`config.mk`:
```
export PLATFORM = sky130hd
export DESIGN_NAME = etec_top
export DESIGN_NICKNAME = d
export VERILOG_FILES = /design/src/hw/etec_pkg.sv /design/src/hw/etec_count_clk.sv /design/src/hw/etec_out_stage.sv /design/src/hw/etec_top.sv
export SDC_FILE = /design/constraint.sdc
export NUM_CORES = 1
export LEC_CHECK = 0
export BUFFER_PORTS_ARGS = -buffer_cell sky130_fd_sc_hd__clkbuf_2
export CORE_ASPECT_RATIO = 0.6
export CORE_MARGIN = 3
export CORE_UTILIZATION = 53
export CTS_BUF_LIST = sky130_fd_sc_hd__clkbuf_4
export CTS_CLUSTER_DIAMETER = 80
export DETAILED_ROUTE_END_ITERATION = 6
export PLACE_DENSITY = 0.89
export SKIP_CTS_REPAIR_TIMING = 1
export SLEW_MARGIN = 20
export SYNTH_ARGS = -nofsm -noshare
export SYNTH_HDL_FRONTEND = slang
export SYNTH_HIERARCHICAL = 1
export SYNTH_SLANG_ARGS = --single-unit
```
`constraint.sdc`:
```
create_clock -name hclk -period 3.1 [get_ports hclk]
set_input_delay 0.155 -clock hclk [delete_from_list [all_inputs] [get_ports hclk]]
set_output_delay 0.155 -clock hclk [all_outputs]
set_load 0.05 [all_outputs]
```
`src/hw/etec_pkg.sv`:
```
// Constants, offsets and field layout of the eight-bit timer/event counter
package etec_pkg;

	// ----------------------------------------------------------------
	// Register byte offsets
	// ----------------------------------------------------------------
	localparam logic [7:0] OFS_COUNT = 8'h00;
	localparam logic [7:0] OFS_COMPARE = 8'h04;
	localparam logic [7:0] OFS_CLKSEL = 8'h08;
	localparam logic [7:0] OFS_MODE = 8'h0c;
	localparam logic [7:0] OFS_PORT = 8'h10;

	// ----------------------------------------------------------------
	// Mode control field positions
	// ----------------------------------------------------------------
	localparam int MODE_RUN = 7;
	localparam int MODE_PWM = 6;
	localparam int MODE_PRESET_HIGH = 3;
	localparam int MODE_PRESET_LOW = 2;
	localparam int MODE_INV_POL = 1;
	localparam int MODE_OUT_EN = 0;

	// ----------------------------------------------------------------
	// Port register field positions
	// ----------------------------------------------------------------
	localparam int PORT_LATCH = 0;
	localparam int PORT_DIR = 1;

	// ----------------------------------------------------------------
	// Values after reset
	// ----------------------------------------------------------------
	localparam logic [7:0] RST_COUNT = 8'h00;
	localparam logic [7:0] RST_COMPARE = 8'h00;
	localparam logic [2:0] RST_CLKSEL = 3'h0;
	localparam logic RST_DIR = 1'b1;
	localparam logic RST_LATCH = 1'b0;

	// ----------------------------------------------------------------
	// Counter landmarks
	// ----------------------------------------------------------------
	localparam logic [7:0] CNT_TOP = 8'hff;
	localparam logic [7:0] CNT_PRE_TOP = 8'hfe;
	localparam logic [7:0] CNT_ZERO = 8'h00;

	// ----------------------------------------------------------------
	// Count clock select codes and prescaler
	// ----------------------------------------------------------------
	localparam logic [2:0] CKS_EV_FALL = 3'h0;
	localparam logic [2:0] CKS_EV_RISE = 3'h1;
	localparam logic [2:0] CKS_DIV2 = 3'h2;
	localparam logic [2:0] CKS_DIV4 = 3'h3;
	localparam logic [2:0] CKS_DIV16 = 3'h4;
	localparam logic [2:0] CKS_DIV64 = 3'h5;
	localparam logic [2:0] CKS_DIV256 = 3'h6;
	localparam int PRESCALE_BITS = 13;

	// AHB transfer type
	localparam logic [1:0] HTRANS_NONSEQ = 2'h2;

endpackage : etec_pkg

```
`src/hw/etec_count_clk.sv`:
```
// Count clock enable: prescaler taps and event pin edge detect
`timescale 1ns/1ps
`default_nettype none

module etec_count_clk (
	// Clock and reset
	input wire logic hclk,
	input wire logic hresetn,
	// Selection and pin
	input wire logic [2:0] clk_sel,
	input wire logic event_in,
	// Count clock enable
	output logic count_en
);

	// ----------------------------------------------------------------
	// Free-running prescaler
	// ----------------------------------------------------------------
	logic [etec_pkg::PRESCALE_BITS-1:0] div_r;
	logic event_d_r;
	logic tap;

	always_ff @(posedge hclk or negedge hresetn) begin
		if (!hresetn)
			div_r <= '0;
		else
			div_r <= div_r + etec_pkg::PRESCALE_BITS'(1);
	end

	always_ff @(posedge hclk or negedge hresetn) begin
		if (!hresetn)
			event_d_r <= 1'b0;
		else
			event_d_r <= event_in;
	end

	// ----------------------------------------------------------------
	// Tap selection
	// ----------------------------------------------------------------
	always_comb begin
		if (clk_sel == etec_pkg::CKS_EV_FALL)
			tap = event_d_r & ~event_in;
		else if (clk_sel == etec_pkg::CKS_EV_RISE)
			tap = ~event_d_r & event_in;
		else if (clk_sel == etec_pkg::CKS_DIV2)
			tap = &div_r[0:0];
		else if (clk_sel == etec_pkg::CKS_DIV4)
			tap = &div_r[1:0];
		else if (clk_sel == etec_pkg::CKS_DIV16)
			tap = &div_r[3:0];
		else if (clk_sel == etec_pkg::CKS_DIV64)
			tap = &div_r[5:0];
		else if (clk_sel == etec_pkg::CKS_DIV256)
			tap = &div_r[7:0];
		else
			tap = &div_r;
	end

	assign count_en = tap;

endmodule : etec_count_clk
`default_nettype wire

```
`src/hw/etec_out_stage.sv`:
```
// Timer output level and shared pin driver
`timescale 1ns/1ps
`default_nettype none

module etec_out_stage (
	// Clock and reset
	input wire logic hclk,
	input wire logic hresetn,
	// Timer state
	input wire logic pwm_mode,
	input wire logic polarity,
	input wire logic out_en,
	input wire logic out_ff,
	input wire logic pwm_active,
	// Port controls
	input wire logic pin_dir,
	input wire logic pin_latch,
	// Pin
	output logic pin_out,
	output logic pin_oe,
	output logic timer_out
);

	logic level;

	// ----------------------------------------------------------------
	// Output level
	// ----------------------------------------------------------------
	always_comb begin
		if (!out_en)
			level = 1'b0;
		else if (pwm_mode)
			level = pwm_active ^ polarity;
		else
			level = out_ff;
	end

	always_ff @(posedge hclk or negedge hresetn) begin
		if (!hresetn)
			timer_out <= 1'b0;
		else
			timer_out <= level;
	end

	always_ff @(posedge hclk or negedge hresetn) begin
		if (!hresetn)
			pin_out <= 1'b0;
		else
			pin_out <= level | pin_latch;
	end

	assign pin_oe = ~pin_dir;

endmodule : etec_out_stage
`default_nettype wire

```
`src/hw/etec_top.sv`:
```
// Eight-bit timer/event counter with AHB-Lite register slave
`timescale 1ns/1ps
`default_nettype none

module etec_top (
	// Clock and reset
	input wire logic hclk,
	input wire logic hresetn,
	// AHB-Lite slave
	input wire logic hsel,
	input wire logic [31:0] haddr,
	input wire logic [1:0] htrans,
	input wire logic hwrite,
	input wire logic [2:0] hsize,
	input wire logic [31:0] hwdata,
	input wire logic hready,
	output logic [31:0] hrdata,
	output logic hreadyout,
	output logic hresp,
	// Timer pin
	input wire logic external_event_pin,
	output logic timer_output_pin,
	output logic timer_output_pin_oe,
	// Events and level
	output logic match_interrupt,
	output logic timer_out
);

	// ----------------------------------------------------------------
	// Declarations
	// ----------------------------------------------------------------
	logic wr_pend_r;
	logic [7:0] wr_addr_r;
	logic [7:0] event_count_register_r;
	logic [7:0] compare_value_register_r;
	logic [7:0] cmp_active_r;
	logic cmp_pending_r;
	logic cmp_armed_r;
	logic [2:0] count_clock_select_r;
	logic count_run_bit_r;
	logic pwm_mode_bit_r;
	logic inversion_or_polarity_bit_r;
	logic output_enable_bit_r;
	logic out_ff_r;
	logic pwm_active_r;
	logic pin_direction_bit_a_r;
	logic pin_output_latch_a_r;
	logic match_interrupt_r;
	logic count_en;
	logic tick;
	logic match;
	logic overflow;
	logic addr_phase;
	logic wr_compare;
	logic wr_mode;
	logic [7:0] wd;
	logic [7:0] cmp_next;
	logic [31:0] rd_nxt;

	// Word select for a register offset
	function automatic logic hit(input logic [7:0] a, input logic [7:0] ofs);
		hit = (a[7:2] == ofs[7:2]);
	endfunction

	// ----------------------------------------------------------------
	// AHB-Lite slave, zero wait states
	// ----------------------------------------------------------------
	assign hreadyout = 1'b1;
	assign hresp = 1'b0;
	assign addr_phase = hsel & hready & (htrans == etec_pkg::HTRANS_NONSEQ);

	always_ff @(posedge hclk or negedge hresetn) begin
		if (!hresetn) begin
			wr_pend_r <= 1'b0;
			wr_addr_r <= 8'h00;
		end else if (hready) begin
			wr_pend_r <= addr_phase & hwrite;
			wr_addr_r <= haddr[7:0];
		end
	end

	assign wd = hwdata[7:0];
	assign wr_compare = wr_pend_r & hit(wr_addr_r, etec_pkg::OFS_COMPARE);
	assign wr_mode = wr_pend_r & hit(wr_addr_r, etec_pkg::OFS_MODE);

	always_comb begin
		rd_nxt = 32'h0000_0000;
		if (hit(haddr[7:0], etec_pkg::OFS_COUNT))
			rd_nxt[7:0] = event_count_register_r;
		else if (hit(haddr[7:0], etec_pkg::OFS_COMPARE))
			rd_nxt[7:0] = compare_value_register_r;
		else if (hit(haddr[7:0], etec_pkg::OFS_CLKSEL))
			rd_nxt[2:0] = count_clock_select_r;
		else if (hit(haddr[7:0], etec_pkg::OFS_MODE))
			rd_nxt[7:0] = {count_run_bit_r, pwm_mode_bit_r, 4'h0,
				inversion_or_polarity_bit_r, output_enable_bit_r};
		else if (hit(haddr[7:0], etec_pkg::OFS_PORT))
			rd_nxt[1:0] = {pin_direction_bit_a_r, pin_output_latch_a_r};
		else
			rd_nxt = 32'h0000_0000;
	end

	always_ff @(posedge hclk or negedge hresetn) begin
		if (!hresetn)
			hrdata <= 32'h0000_0000;
		else if (addr_phase && !hwrite)
			hrdata <= rd_nxt;
	end

	// ----------------------------------------------------------------
	// Control registers
	// ----------------------------------------------------------------
	always_ff @(posedge hclk or negedge hresetn) begin
		if (!hresetn)
			count_clock_select_r <= etec_pkg::RST_CLKSEL;
		else if (wr_pend_r && hit(wr_addr_r, etec_pkg::OFS_CLKSEL))
			count_clock_select_r <= wd[2:0];
	end

	always_ff @(posedge hclk or negedge hresetn) begin
		if (!hresetn) begin
			count_run_bit_r <= 1'b0;
			pwm_mode_bit_r <= 1'b0;
			inversion_or_polarity_bit_r <= 1'b0;
			output_enable_bit_r <= 1'b0;
		end else if (wr_mode) begin
			count_run_bit_r <= wd[etec_pkg::MODE_RUN];
			pwm_mode_bit_r <= wd[etec_pkg::MODE_PWM];
			inversion_or_polarity_bit_r <= wd[etec_pkg::MODE_INV_POL];
			output_enable_bit_r <= wd[etec_pkg::MODE_OUT_EN];
		end
	end

	always_ff @(posedge hclk or negedge hresetn) begin
		if (!hresetn) begin
			pin_direction_bit_a_r <= etec_pkg::RST_DIR;
			pin_output_latch_a_r <= etec_pkg::RST_LATCH;
		end else if (wr_pend_r && hit(wr_addr_r, etec_pkg::OFS_PORT)) begin
			pin_direction_bit_a_r <= wd[etec_pkg::PORT_DIR];
			pin_output_latch_a_r <= wd[etec_pkg::PORT_LATCH];
		end
	end

	// ----------------------------------------------------------------
	// Count clock
	// ----------------------------------------------------------------
	etec_count_clk i_etec_count_clk (
		.hclk(hclk),
		.hresetn(hresetn),
		.clk_sel(count_clock_select_r),
		.event_in(external_event_pin),
		.count_en(count_en)
	);

	// Prescaler free-runs, so the first tick after start may come early
	assign tick = count_en & count_run_bit_r;
	assign match = tick & ~pwm_mode_bit_r
		& (event_count_register_r == cmp_active_r);
	assign overflow = tick & pwm_mode_bit_r
		& (event_count_register_r == etec_pkg::CNT_TOP);

	// ----------------------------------------------------------------
	// Counter
	// ----------------------------------------------------------------
	always_ff @(posedge hclk or negedge hresetn) begin
		if (!hresetn)
			event_count_register_r <= etec_pkg::RST_COUNT;
		else if (!count_run_bit_r)
			event_count_register_r <= etec_pkg::CNT_ZERO;
		else if (match)
			event_count_register_r <= etec_pkg::CNT_ZERO;
		else if (tick)
			event_count_register_r <= event_count_register_r + 8'h01;
	end

	always_ff @(posedge hclk or negedge hresetn) begin
		if (!hresetn)
			match_interrupt_r <= 1'b0;
		else
			match_interrupt_r <= match;
	end

	assign match_interrupt = match_interrupt_r;

	// ----------------------------------------------------------------
	// Compare register with PWM buffering
	// ----------------------------------------------------------------
	always_ff @(posedge hclk or negedge hresetn) begin
		if (!hresetn)
			compare_value_register_r <= etec_pkg::RST_COMPARE;
		else if (wr_compare)
			compare_value_register_r <= wd;
	end

	assign cmp_next = cmp_armed_r ? compare_value_register_r : cmp_active_r;

	always_ff @(posedge hclk or negedge hresetn) begin
		if (!hresetn)
			cmp_active_r <= etec_pkg::RST_COMPARE;
		else if (wr_compare && !pwm_mode_bit_r)
			cmp_active_r <= wd;
		else if (!pwm_mode_bit_r)
			cmp_active_r <= compare_value_register_r;
		else if (overflow)
			cmp_active_r <= cmp_next;
	end

	// Write seen before the tick into FFH arms the next overflow
	always_ff @(posedge hclk or negedge hresetn) begin
		if (!hresetn)
			cmp_pending_r <= 1'b0;
		else if (wr_compare && pwm_mode_bit_r)
			cmp_pending_r <= 1'b1;
		else if (overflow && cmp_armed_r)
			cmp_pending_r <= 1'b0;
		else if (!pwm_mode_bit_r)
			cmp_pending_r <= 1'b0;
	end

	always_ff @(posedge hclk or negedge hresetn) begin
		if (!hresetn)
			cmp_armed_r <= 1'b0;
		else if (!pwm_mode_bit_r || overflow)
			cmp_armed_r <= 1'b0;
		else if (tick && event_count_register_r == etec_pkg::CNT_PRE_TOP)
			cmp_armed_r <= cmp_pending_r;
	end

	// ----------------------------------------------------------------
	// Output flip-flop and PWM state
	// ----------------------------------------------------------------
	always_ff @(posedge hclk or negedge hresetn) begin
		if (!hresetn)
			out_ff_r <= 1'b0;
		else if (wr_mode && !wd[etec_pkg::MODE_PWM]
			&& (wd[etec_pkg::MODE_PRESET_HIGH]
			^ wd[etec_pkg::MODE_PRESET_LOW]))
			out_ff_r <= wd[etec_pkg::MODE_PRESET_HIGH];
		else if (match && inversion_or_polarity_bit_r)
			out_ff_r <= ~out_ff_r;
	end

	always_ff @(posedge hclk or negedge hresetn) begin
		if (!hresetn)
			pwm_active_r <= 1'b0;
		else if (!count_run_bit_r || !pwm_mode_bit_r)
			pwm_active_r <= 1'b0;
		else if (overflow)
			pwm_active_r <= (cmp_next != etec_pkg::CNT_ZERO);
		else if (tick && (event_count_register_r + 8'h01) == cmp_active_r)
			pwm_active_r <= 1'b0;
	end

	// ----------------------------------------------------------------
	// Output stage
	// ----------------------------------------------------------------
	etec_out_stage i_etec_out_stage (
		.hclk(hclk),
		.hresetn(hresetn),
		.pwm_mode(pwm_mode_bit_r),
		.polarity(inversion_or_polarity_bit_r),
		.out_en(output_enable_bit_r),
		.out_ff(out_ff_r),
		.pwm_active(pwm_active_r),
		.pin_dir(pin_direction_bit_a_r),
		.pin_latch(pin_output_latch_a_r),
		.pin_out(timer_output_pin),
		.pin_oe(timer_output_pin_oe),
		.timer_out(timer_out)
	);

endmodule : etec_top
`default_nettype wire

```
==> impl_metrics.ini, run 1 <==
[timing]
relSlewSlack_pct = 58.4
tightest_slew_ns = 0.619
finalHoldViolCount = 0
slew_viol_final = 0
finalCritPeriodShare_pct = 88.2
finalSetupTns_ns = 0
whs_ns = 0.00530
max_freq_mhz = 366
setup_viol = 0
fin_worst_skew_ns = 0.0175
grt_setup_unrepaired = false
fin_crit_ns = 2.73

[yosys]
synth-edff-count = 0
synthSimpleGateAreaFrac_pct = 18.8
yosys_register_bits = 69
ys_top_cells_by_area = dfrtp_1 45%, mux2_2 5.4%, buf_4 5.2%, xor2_1 4.7%, nand2_1 4.4%
synth_top_area_share_pct = 45.4
synth_compound_area_share_pct = 9.15
synth_ff_type = dfrtp_1
synth_xor_area_share_pct = 7.48
yosysTopAreaCell = dfrtp_1
synthAdderAreaFrac_pct = 1.00
synthArstFlopShare_pct = 100
synthMuxAreaShare_pct = 8.88
avgSynthCellArea_sq_um = 10.1
synth_top_family_by_area = simple AND/OR/NAND/NOR gates
netlist_area_sq_mm = 0.00375
ys_types = 60
yosysSeqAreaShare_pct = 46.1
yosysWarnings = 6
synthCells = 371

[cells_and_area]
multi_input_area_sq_mm = 0.00180
ff_latch_area_sq_mm = 0.00173
antenna_cells = 0
fillers = 546
drive_above_1_share_pct = 20.2
stdcell_area_sq_mm = 0.00413
syn_to_final_growth_pct = 10.3
nNetsFinal = 494

[drt]
wirelength_microns = 8870
first_pass_iters = 7
via_count = 2953
postRouteAntennaNets = 0
drt_iter0_drc = 322
drcViolationCount = 0
viasPerCell = 5.81
routedWlPerCell_microns = 17.5

[outcome]
status = finished, final reports clean

[placed_design]
routabilityCongestion = 1.02
place_area_sq_mm = 0.00388
io_buffers = 33
dpl.hpwl_microns = 6540

[power_and_ir_drop]
finalPower_w = 0.00190
leakage_nw = 1.98
power_density_mw_per_mm2 = 459
max-vdd-ir-drop_mv = 0.348

[critical_path]
critPathMaxStageDelay_ns = 0.49
cpMostUsedCell = nand3_1
endpoint_kind = register
cp.buffers_inverters = 0
cp_top_family = simple AND/OR/NAND/NOR gates
crit_required_ns = 3.40
worstPathArrival_ns = 3.03
critPathKind = register to register
worstPathMaxFanout = 8
cp-start-kind = register
cp_slowest_cell = dfrtp_1
cp_cell_sequence = or3b_1 > a211o_1 > o2111ai_2 > a22o_1 > nand3_1 > nor3_1 > nand3_1 > nand3_1 > o221ai_1

[die]
pin_count = 113
initial_core_util_pct = 55.4
core-area_sq_mm = 0.00676
fp.dieW_microns = 115
fp.dieArea_sq_mm = 0.00815
die_height_microns = 71.1
num_rows = 23

[cts]
cts_tree = built
insertion_delay_ns = 0.45
clk_pin_slew_ns = 0.11
numCtsBuffers = 9
clockRootBuffer = clkbuf_4
cts.path.max_buffers = 2
cts_sinks = 69
ctsHtreeMaxLevel = 3

[global_route]
gr-total-overflow = 0
grt_max_degree = 47
grt_usage_pct = 22.5
antenna_found_initial = 0
grt_pass1_wl_microns = 14100
first_global_vias = 2741

[flow_run]
maxCapViolCount = 0

[worst_hold_path]
worstHoldPathType = primary input to register
[metal layers]
| layer | track usage, % | part of all wire [%] | wire length (microns) |
|---|---|---|---|
| met1 | 33.8 | 47 | 4140 |
| met2 | 29.3 | 41 | 3650 |
| met3 | 9.91 | 11 | 964 |
| met4 | 5.80 | 1.4 | 121 |
| met5 | 0 | 0 | 0 |
[path summary, 6_finish.rpt]
path,start,to,slack (ns),cells after the start
min reg2reg,i_etec_count_clk/div_r[7]$_DFF_PN0_,i_etec_count_clk/div_r[7]$_DFF_PN0_,0.50,1
min in group asynchronous,hresetn,i_etec_count_clk/div_r[10]$_DFF_PN0_,0.21,2
max reg2reg,count_clock_select_r[0]$_DFFE_PN0P_,cmp_active_r[1]$_DFFE_PN0P_,0.37,9
max,count_clock_select_r[0]$_DFFE_PN0P_,cmp_active_r[1]$_DFFE_PN0P_,0.37,9
max in group asynchronous,hresetn,count_run_bit_r$_DFFE_PN0N_,1.88,3
min,htrans[1],wr_pend_r$_DFFE_PN0P_,0.005,3
[layout by cell type, fill, tap and decap left out, types with 2 or more instances in the layout]
master         count
clkinv_1           4
xnor2_1           12
conb_1            26
dfrtp_1           68
and3_1             8
nand3_1           14
xor2_1            20
nor4_1             3
a31oi_1            5
o22ai_1            5
or3_1              2
nand3b_1           3
clkbuf_2          32
mux2i_1           10
o21bai_1           2
inv_1             12
mux2_4             2
o221ai_1           3
nand2_1           44
clkbuf_4          10
nor3_1             4
buf_4              5
or4_1              3
mux2_2            18
a21oi_1           10
o21ai_0           14
o2111ai_1          2
ha_1               3
nor2_1            25
nand4_1            6
or4b_2             2
dlygate4sd3_1     12
[cell usage after synthesis (2+ instances only)]
| cell type | instances |
|---|---|
| nand3b_1 | 3 |
| buf_4 | 26 |
| a21oi_1 | 10 |
| mux2_4 | 2 |
| nand4_1 | 6 |
| mux2i_1 | 10 |
| and3_1 | 8 |
| nand2_1 | 44 |
| o21ai_0 | 14 |
| a31oi_1 | 5 |
| nor2_1 | 25 |
| or4b_2 | 2 |
| o21bai_1 | 2 |
| inv_1 | 12 |
| mux2_2 | 18 |
| xor2_1 | 20 |
| nor4_1 | 3 |
| conb_1 | 2 |
| clkbuf_1 | 6 |
| xnor2_1 | 12 |
| nor3_1 | 4 |
| o2111ai_1 | 2 |
| o221ai_1 | 3 |
| o22ai_1 | 5 |
| buf_2 | 7 |
| or3_1 | 2 |
| ha_1 | 3 |
| nand3_1 | 14 |
| or4_1 | 3 |
| dfrtp_1 | 68 |
[where the power goes]
group	switching (W)	internal, W
registers	0.0000564	0.000944
clock network	0.000328	0.000246
logic	0.000218	0.000103
[flip-flops by register name, indices dropped and copies added (netlist names), 3 cells and up]
register and count:
i_etec_count_clk/div_r 13, cmp_active_r 8, compare_value_register_r 8, event_count_register_r 8, hrdata 8, wr_addr_r 6
count_clock_select_r 3
[cell type report]
cell class              count  area share [%]
multi-input cells         273            43.5
flip-flops and latches     69            41.8
repair buffers             50            7.81
well taps                  87            2.63
clock buffers              10            1.82
clock inverters             6            1.30
inverters                  13            1.18
[per-stage QoR]
step / worst slack (ns) / utilization, % / std cells
final: 0.366 / 61.1 / 508
after global routing: 0.164 / 61.1 / 508
after CTS: 0.439 / 59.4 / 496
after detailed placement: 0.476 / 57.4 / 480
after global placement: 0.545 / 57.4 / 480
after floorplan: 0.530 / - / 395
[worst min-delay path, cell delays in order]
cell	delay [ns]
clkbuf_2	0.08
nand3b_1	0.09
o22ai_1	0.08
[cell families after synthesis]
family	count (synthesis)
xor gates and xnor gates	32
muxes	30
and+or+nand+nor	130
buffers and inverters	53
other	2
DFF	69
adders and majority gates	3
AOI/OAI and AO/OA	52
Power figures use the tool's default switching activity.
==> run 2, diff against run 1 <==
==> constraint.sdc (replaced) <==
create_clock -name hclk -period 2.87 [get_ports hclk]
set_input_delay 0.1435 -clock hclk [delete_from_list [all_inputs] [get_ports hclk]]
set_output_delay 0.1435 -clock hclk [all_outputs]
set_load 0.05 [all_outputs]
==> run 2 against run 1 <==
Net effect:
- sequential share of layout area fell by 0.73 points
- power rose by 4.3%
- combinational power rose by 9.0%
- sequential power rose by 8%
- register-to-register slack got worse by 0.14 ns
- largest cell class unchanged
==> impl_metrics.ini, run 2 (synthesis gave the netlist of run 1 again) <==
[outcome]
status = finished, final reports clean

[die]
core-area_sq_mm = 0.00676
die_height_microns = 71.1
fp.dieArea_sq_mm = 0.00815
pin_count = 113
initial_core_util_pct = 55.4
fp.dieW_microns = 115
num_rows = 23

[cts]
insertion_delay_ns = 0.44
cts_sinks = 69
cts_tree = built
numCtsBuffers = 9
cts.path.max_buffers = 2
clockRootBuffer = clkbuf_4
ctsHtreeMaxLevel = 3
clk_pin_slew_ns = 0.11

[worst_hold_path]
hold_path_end = wr_addr_r[4]$_DFFE_PN0P_
worstHoldPathCells = 2
worstHoldPathType = primary input to register
min-delay-start = haddr[4]

[critical_path]
worstPathArrival_ns = 2.93
worstPathMaxFanout = 5
critPathKind = register to register
cp-start-kind = register
crit_required_ns = 3.16
timing.rr.end = cmp_active_r[1]$_DFFE_PN0P_
endpoint_kind = register
r2r_setup_slack_ns = 0.22
startpoint = count_clock_select_r[0]$_DFFE_PN0P_
r2r_cells = 10
rr_startpoint = count_clock_select_r[0]$_DFFE_PN0P_

[power_and_ir_drop]
max-vdd-ir-drop_mv = 0.330
p_switching_w = 0.000646
swShare_pct = 32.7
leakage_nw = 2.03
power_frac_seq_pct = 54.8
comb_power_share_pct = 17.7
clkPwrFrac_pct = 27.4
intPower_w = 0.00133
power_density_mw_per_mm2 = 470

[drt]
viasPerCell = 5.70
first_pass_iters = 5
wirelength_microns = 9160
drcViolationCount = 0
via_count = 2953
postRouteAntennaNets = 0
drt_iter0_drc = 301
routedWlPerCell_microns = 17.7

[flow_run]
maxCapViolCount = 0

[global_route]
grt_usage_pct = 24.0
grt_pass1_wl_microns = 14600
gr-total-overflow = 0
antenna_found_initial = 0
first_global_vias = 2773
grt_max_degree = 51

[timing]
relSlewSlack_pct = 53.3
fin_worst_skew_ns = 0.0174
max_freq_mhz = 378
grt_setup_unrepaired = false
finalHoldViolCount = 0
fin_ws_ns = 0.221
setup_viol = 0
fin_crit_ns = 2.65
tightest_slew_ns = 0.691
slew_viol_final = 0
finalSetupTns_ns = 0
finalCritPeriodShare_pct = 92.3

[cells_and_area]
drive_above_1_share_pct = 22.3
regMostFlops = i_etec_count_clk/div_r
final_cell_mix = 68 x dfrtp_1, 44 x nand2_1, 32 x clkbuf_2
nNetsFinal = 504
multi_input_area_sq_mm = 0.00180
final_common_cell = dfrtp_1
ff_latch_area_sq_mm = 0.00173
largest_register_ffs = 13
fillers = 546
syn_to_final_growth_pct = 12.3
antenna_cells = 0

[placed_design]
routabilityCongestion = 0.917
io_buffers = 33
dp_slack_ns = 0.201
dpl.hpwl_microns = 6910
==> run 2: changes by cell type in the layout (fill, tap and decap cells not counted), moves of 2 or more <==
cell	before	now
dlygate4sd3_1	12	15
clkinv_2	1	3
clkinv_1	4	2
buf_4	5	13
==> run 2: how the worst max path moves through the flow <==
stage	endpoint	slack [ns]	cells past startpoint
floorplan	cmp_active_r[3]$_DFFE_PN0P_	0.30	9
global placement	cmp_active_r[1]$_DFFE_PN0P_	0.25	10
detailed placement	cmp_active_r[1]$_DFFE_PN0P_	0.20	10
CTS	cmp_active_r[1]$_DFFE_PN0P_	0.17	10
global route	cmp_active_r[1]$_DFFE_PN0P_	0.07	10
finish	cmp_active_r[1]$_DFFE_PN0P_	0.22	10
==> run 2: metal layers <==
layer | global-route usage, % | up-vias | part of all wire, %
met2 | 32.7 | 131 | 42
met4 | 6.59 | 0 | 1.2
li1 | - | 1357 | -
met1 | 36.2 | 1452 | 47
met3 | 8.29 | 13 | 9.8
met5 | 0 | - | 0
==> run 2: critical path, cell delays in order, from the launching register on <==
cell       delay [ns]
dfrtp_1          0.40
or3b_1           0.38
a211o_1          0.29
o2111ai_2        0.09
a22o_1           0.23
buf_4            0.17
nand3_1          0.20
nor3_2           0.26
nand3_1          0.19
nand3_1          0.15
o221ai_1         0.14
==> run 2: layout make-up <==
| class | instances | area share (%) |
|---|---|---|
| Timing Repair Buffer | 60 | 9.69 |
| Clock buffer | 11 | 1.96 |
| Tap cell | 87 | 2.59 |
| Clock inverter | 5 | 0.654 |
| Inverter | 13 | 1.16 |
| Multi-Input combinational cell | 273 | 42.9 |
| Sequential cell | 69 | 41.1 |
==> run 2: power by group through the flow <==
stage	clock network, W	registers, W	logic, W
5_1_grt	0.000601	0.00109	0.000379
2_1_floorplan	0	0.00109	0.000253
3_3_place_gp	0	0.00110	0.000318
4_1_cts	0.000552	0.00108	0.000330
6_report	0.000542	0.00108	0.000351
3_5_place_dp	0	0.00110	0.000328
==> run 2: through the flow <==
step                hold slack, ns  power, W  area, sq um  util [%]  std cells
floorplan                   -0.152   0.00135         3840         -        395
global placement             0.286   0.00141         3920      58.0        485
detailed placement           0.301   0.00143         3920      58.0        485
CTS                         -0.181   0.00196         4030      59.6        501
global route                0.0737   0.00207         4210      62.2        518
finish                      0.0870   0.00198         4210      62.2        518
==> run 3, diff against run 2 <==
--- a/config.mk
+++ b/config.mk
@@ -8,11 +8,10 @@
 export BUFFER_PORTS_ARGS = -buffer_cell sky130_fd_sc_hd__clkbuf_2
 export CORE_ASPECT_RATIO = 0.6
 export CORE_MARGIN = 3
-export CORE_UTILIZATION = 53
-export CTS_BUF_LIST = sky130_fd_sc_hd__clkbuf_4
+export CORE_UTILIZATION = 52
 export CTS_CLUSTER_DIAMETER = 80
 export DETAILED_ROUTE_END_ITERATION = 6
-export PLACE_DENSITY = 0.89
+export PLACE_DENSITY = 0.88
 export SKIP_CTS_REPAIR_TIMING = 1
 export SLEW_MARGIN = 20
 export SYNTH_ARGS = -nofsm -noshare
==> run 3 against run 2 <==
Net effect:
- fmax is 2.9% lower
- final area increased by 1.1%
- clock power grew 120%
- cell count decreased by 3.5%
- power is 32% higher
- critical endpoint is now cmp_active_r[3]$_DFFE_PN0P_
- largest cell class unchanged
- largest power group is now clock
==> impl_metrics.ini, run 3 (synthesis gave the netlist of run 1 again) <==
[critical_path]
worstPathArrival_ns = 2.94
endpoint_kind = register
worstPathMaxFanout = 5
rr_startpoint = count_clock_select_r[0]$_DFFE_PN0P_
cp-start-kind = primary input
startpoint = external_event_pin
timing.rr.end = cmp_active_r[3]$_DFFE_PN0P_
r2r_setup_slack_ns = 0.25
r2r_cells = 8
critPathKind = primary input to register
crit_required_ns = 3.08
endpoint = cmp_active_r[3]$_DFFE_PN0P_

[power_and_ir_drop]
power_frac_seq_pct = 41.6
leakage_nw = 2.04
swShare_pct = 26.8
max-vdd-ir-drop_mv = 0.447
power_density_mw_per_mm2 = 614
clkPwrFrac_pct = 45.9
p_switching_w = 0.000699
intPower_w = 0.00191
comb_power_share_pct = 12.5

[cts]
clockRootBuffer = clkbuf_16
cts_tree = built
cts.path.max_buffers = 2
cts_sinks = 69
clk_pin_slew_ns = 0.05
numCtsBuffers = 9
insertion_delay_ns = 0.34
ctsHtreeMaxLevel = 3

[cells_and_area]
fillers = 523
regMostFlops = i_etec_count_clk/div_r
final_cell_mix = 68 x dfrtp_1, 44 x nand2_1, 32 x clkbuf_2
drive_above_1_share_pct = 21.8
antenna_cells = 0
final_common_cell = dfrtp_1
final_core_util_pct = 62.4
nNetsFinal = 486
largest_register_ffs = 13
syn_to_final_growth_pct = 13.5

[timing]
setup_viol = 0
tightest_slew_ns = 0.633
relSlewSlack_pct = 57.8
finalCritPeriodShare_pct = 95.0
fin_worst_skew_ns = 0.00799
grt_setup_unrepaired = false
slew_viol_final = 0
finalHoldViolCount = 0
max_freq_mhz = 367
fin_crit_ns = 2.73
finalSetupTns_ns = 0

[die]
pin_count = 113
die_height_microns = 71.8
initial_core_util_pct = 54.9
num_rows = 23
core-area_sq_mm = 0.00682
fp.dieW_microns = 116
fp.dieArea_sq_mm = 0.00829

[flow_run]
maxCapViolCount = 0

[global_route]
first_global_vias = 2761
grt_max_degree = 47
grt_pass1_wl_microns = 14000
grt_usage_pct = 22.0
gr-total-overflow = 0
antenna_found_initial = 0

[drt]
via_count = 2907
drcViolationCount = 0
wirelength_microns = 8530
routedWlPerCell_microns = 17.1
drt_iter0_drc = 226
postRouteAntennaNets = 0
first_pass_iters = 5
viasPerCell = 5.81

[placed_design]
dpl.hpwl_microns = 6210
routabilityCongestion = 0.958
io_buffers = 33

[outcome]
status = finished, final reports clean

[worst_hold_path]
worstHoldPathType = primary input to register
## run 3: critical path: stages
cell and delay (ns):
dlygate4sd3_1 0.54, clkbuf_2 0.12, or3b_1 0.40, a211o_1 0.29, o2111ai_2 0.09, a22o_1 0.24
nand3_1 0.23, nor4_4 0.39, nor2_1 0.17, a221o_1 0.33
## run 3: worst min path at each step
| stage | from | endpoint | slack (ns) | depth (start not counted) |
|---|---|---|---|---|
| after floorplan | hresetn | cmp_active_r[0]$_DFFE_PN0P_ | -0.15 | 0 |
| after global placement | external_event_pin | i_etec_count_clk/event_d_r$_DFF_PN0_ | 0.28 | 1 |
| after detailed placement | external_event_pin | i_etec_count_clk/event_d_r$_DFF_PN0_ | 0.28 | 1 |
| after CTS | external_event_pin | i_etec_count_clk/event_d_r$_DFF_PN0_ | -0.07 | 1 |
| after global routing | hwdata[4] | compare_value_register_r[4]$_DFFE_PN0P_ | 0.05 | 2 |
| final | hwdata[5] | compare_value_register_r[5]$_DFFE_PN0P_ | 0.05 | 2 |
## run 3: area by class of cell
type,instances,area [sq um],share of cell area (%)
tap,87,109,2.56
multi-input combinational,273,1800,42.4
sequential,69,1730,40.6
clock buffer,11,243,5.71
timing repair buffer,42,240,5.65
clock inverter,5,83.8,1.97
inverter,13,48.8,1.15
## run 3: layer usage
layer  vias to the layer above  part of all wire (%)  routed length (microns)  global-route usage (%)
li1                       1320                     -                        -                       -
met1                      1441                    46                     3930                    32.0
met2                       128                    45                     3820                    31.3
met3                        18                   7.4                      630                    6.75
met4                         0                   1.8                      153                    7.55
met5                         -                     0                        0                       0
## run 3: through the flow
stage	std cells	setup WS, ns	hold WS [ns]	area, sq um	power [W]
floorplan	395	0.300	-0.152	3840	0.00135
global placement	482	0.357	0.279	3900	0.00140
detailed placement	482	0.275	0.285	3900	0.00142
CTS	498	0.252	-0.0652	4230	0.00262
global route	500	0.0344	0.0470	4250	0.00269
finish	500	0.142	0.0521	4250	0.00261
## run 3: power groups by stage
stage	Clock, W	Combinational, W	Sequential (W)
finish	0.00120	0.000326	0.00109
detailed placement	0	0.000319	0.00110
global route	0.00125	0.000352	0.00109
floorplan	0	0.000253	0.00109
global placement	0	0.000308	0.00110
CTS	0.00122	0.000321	0.00108
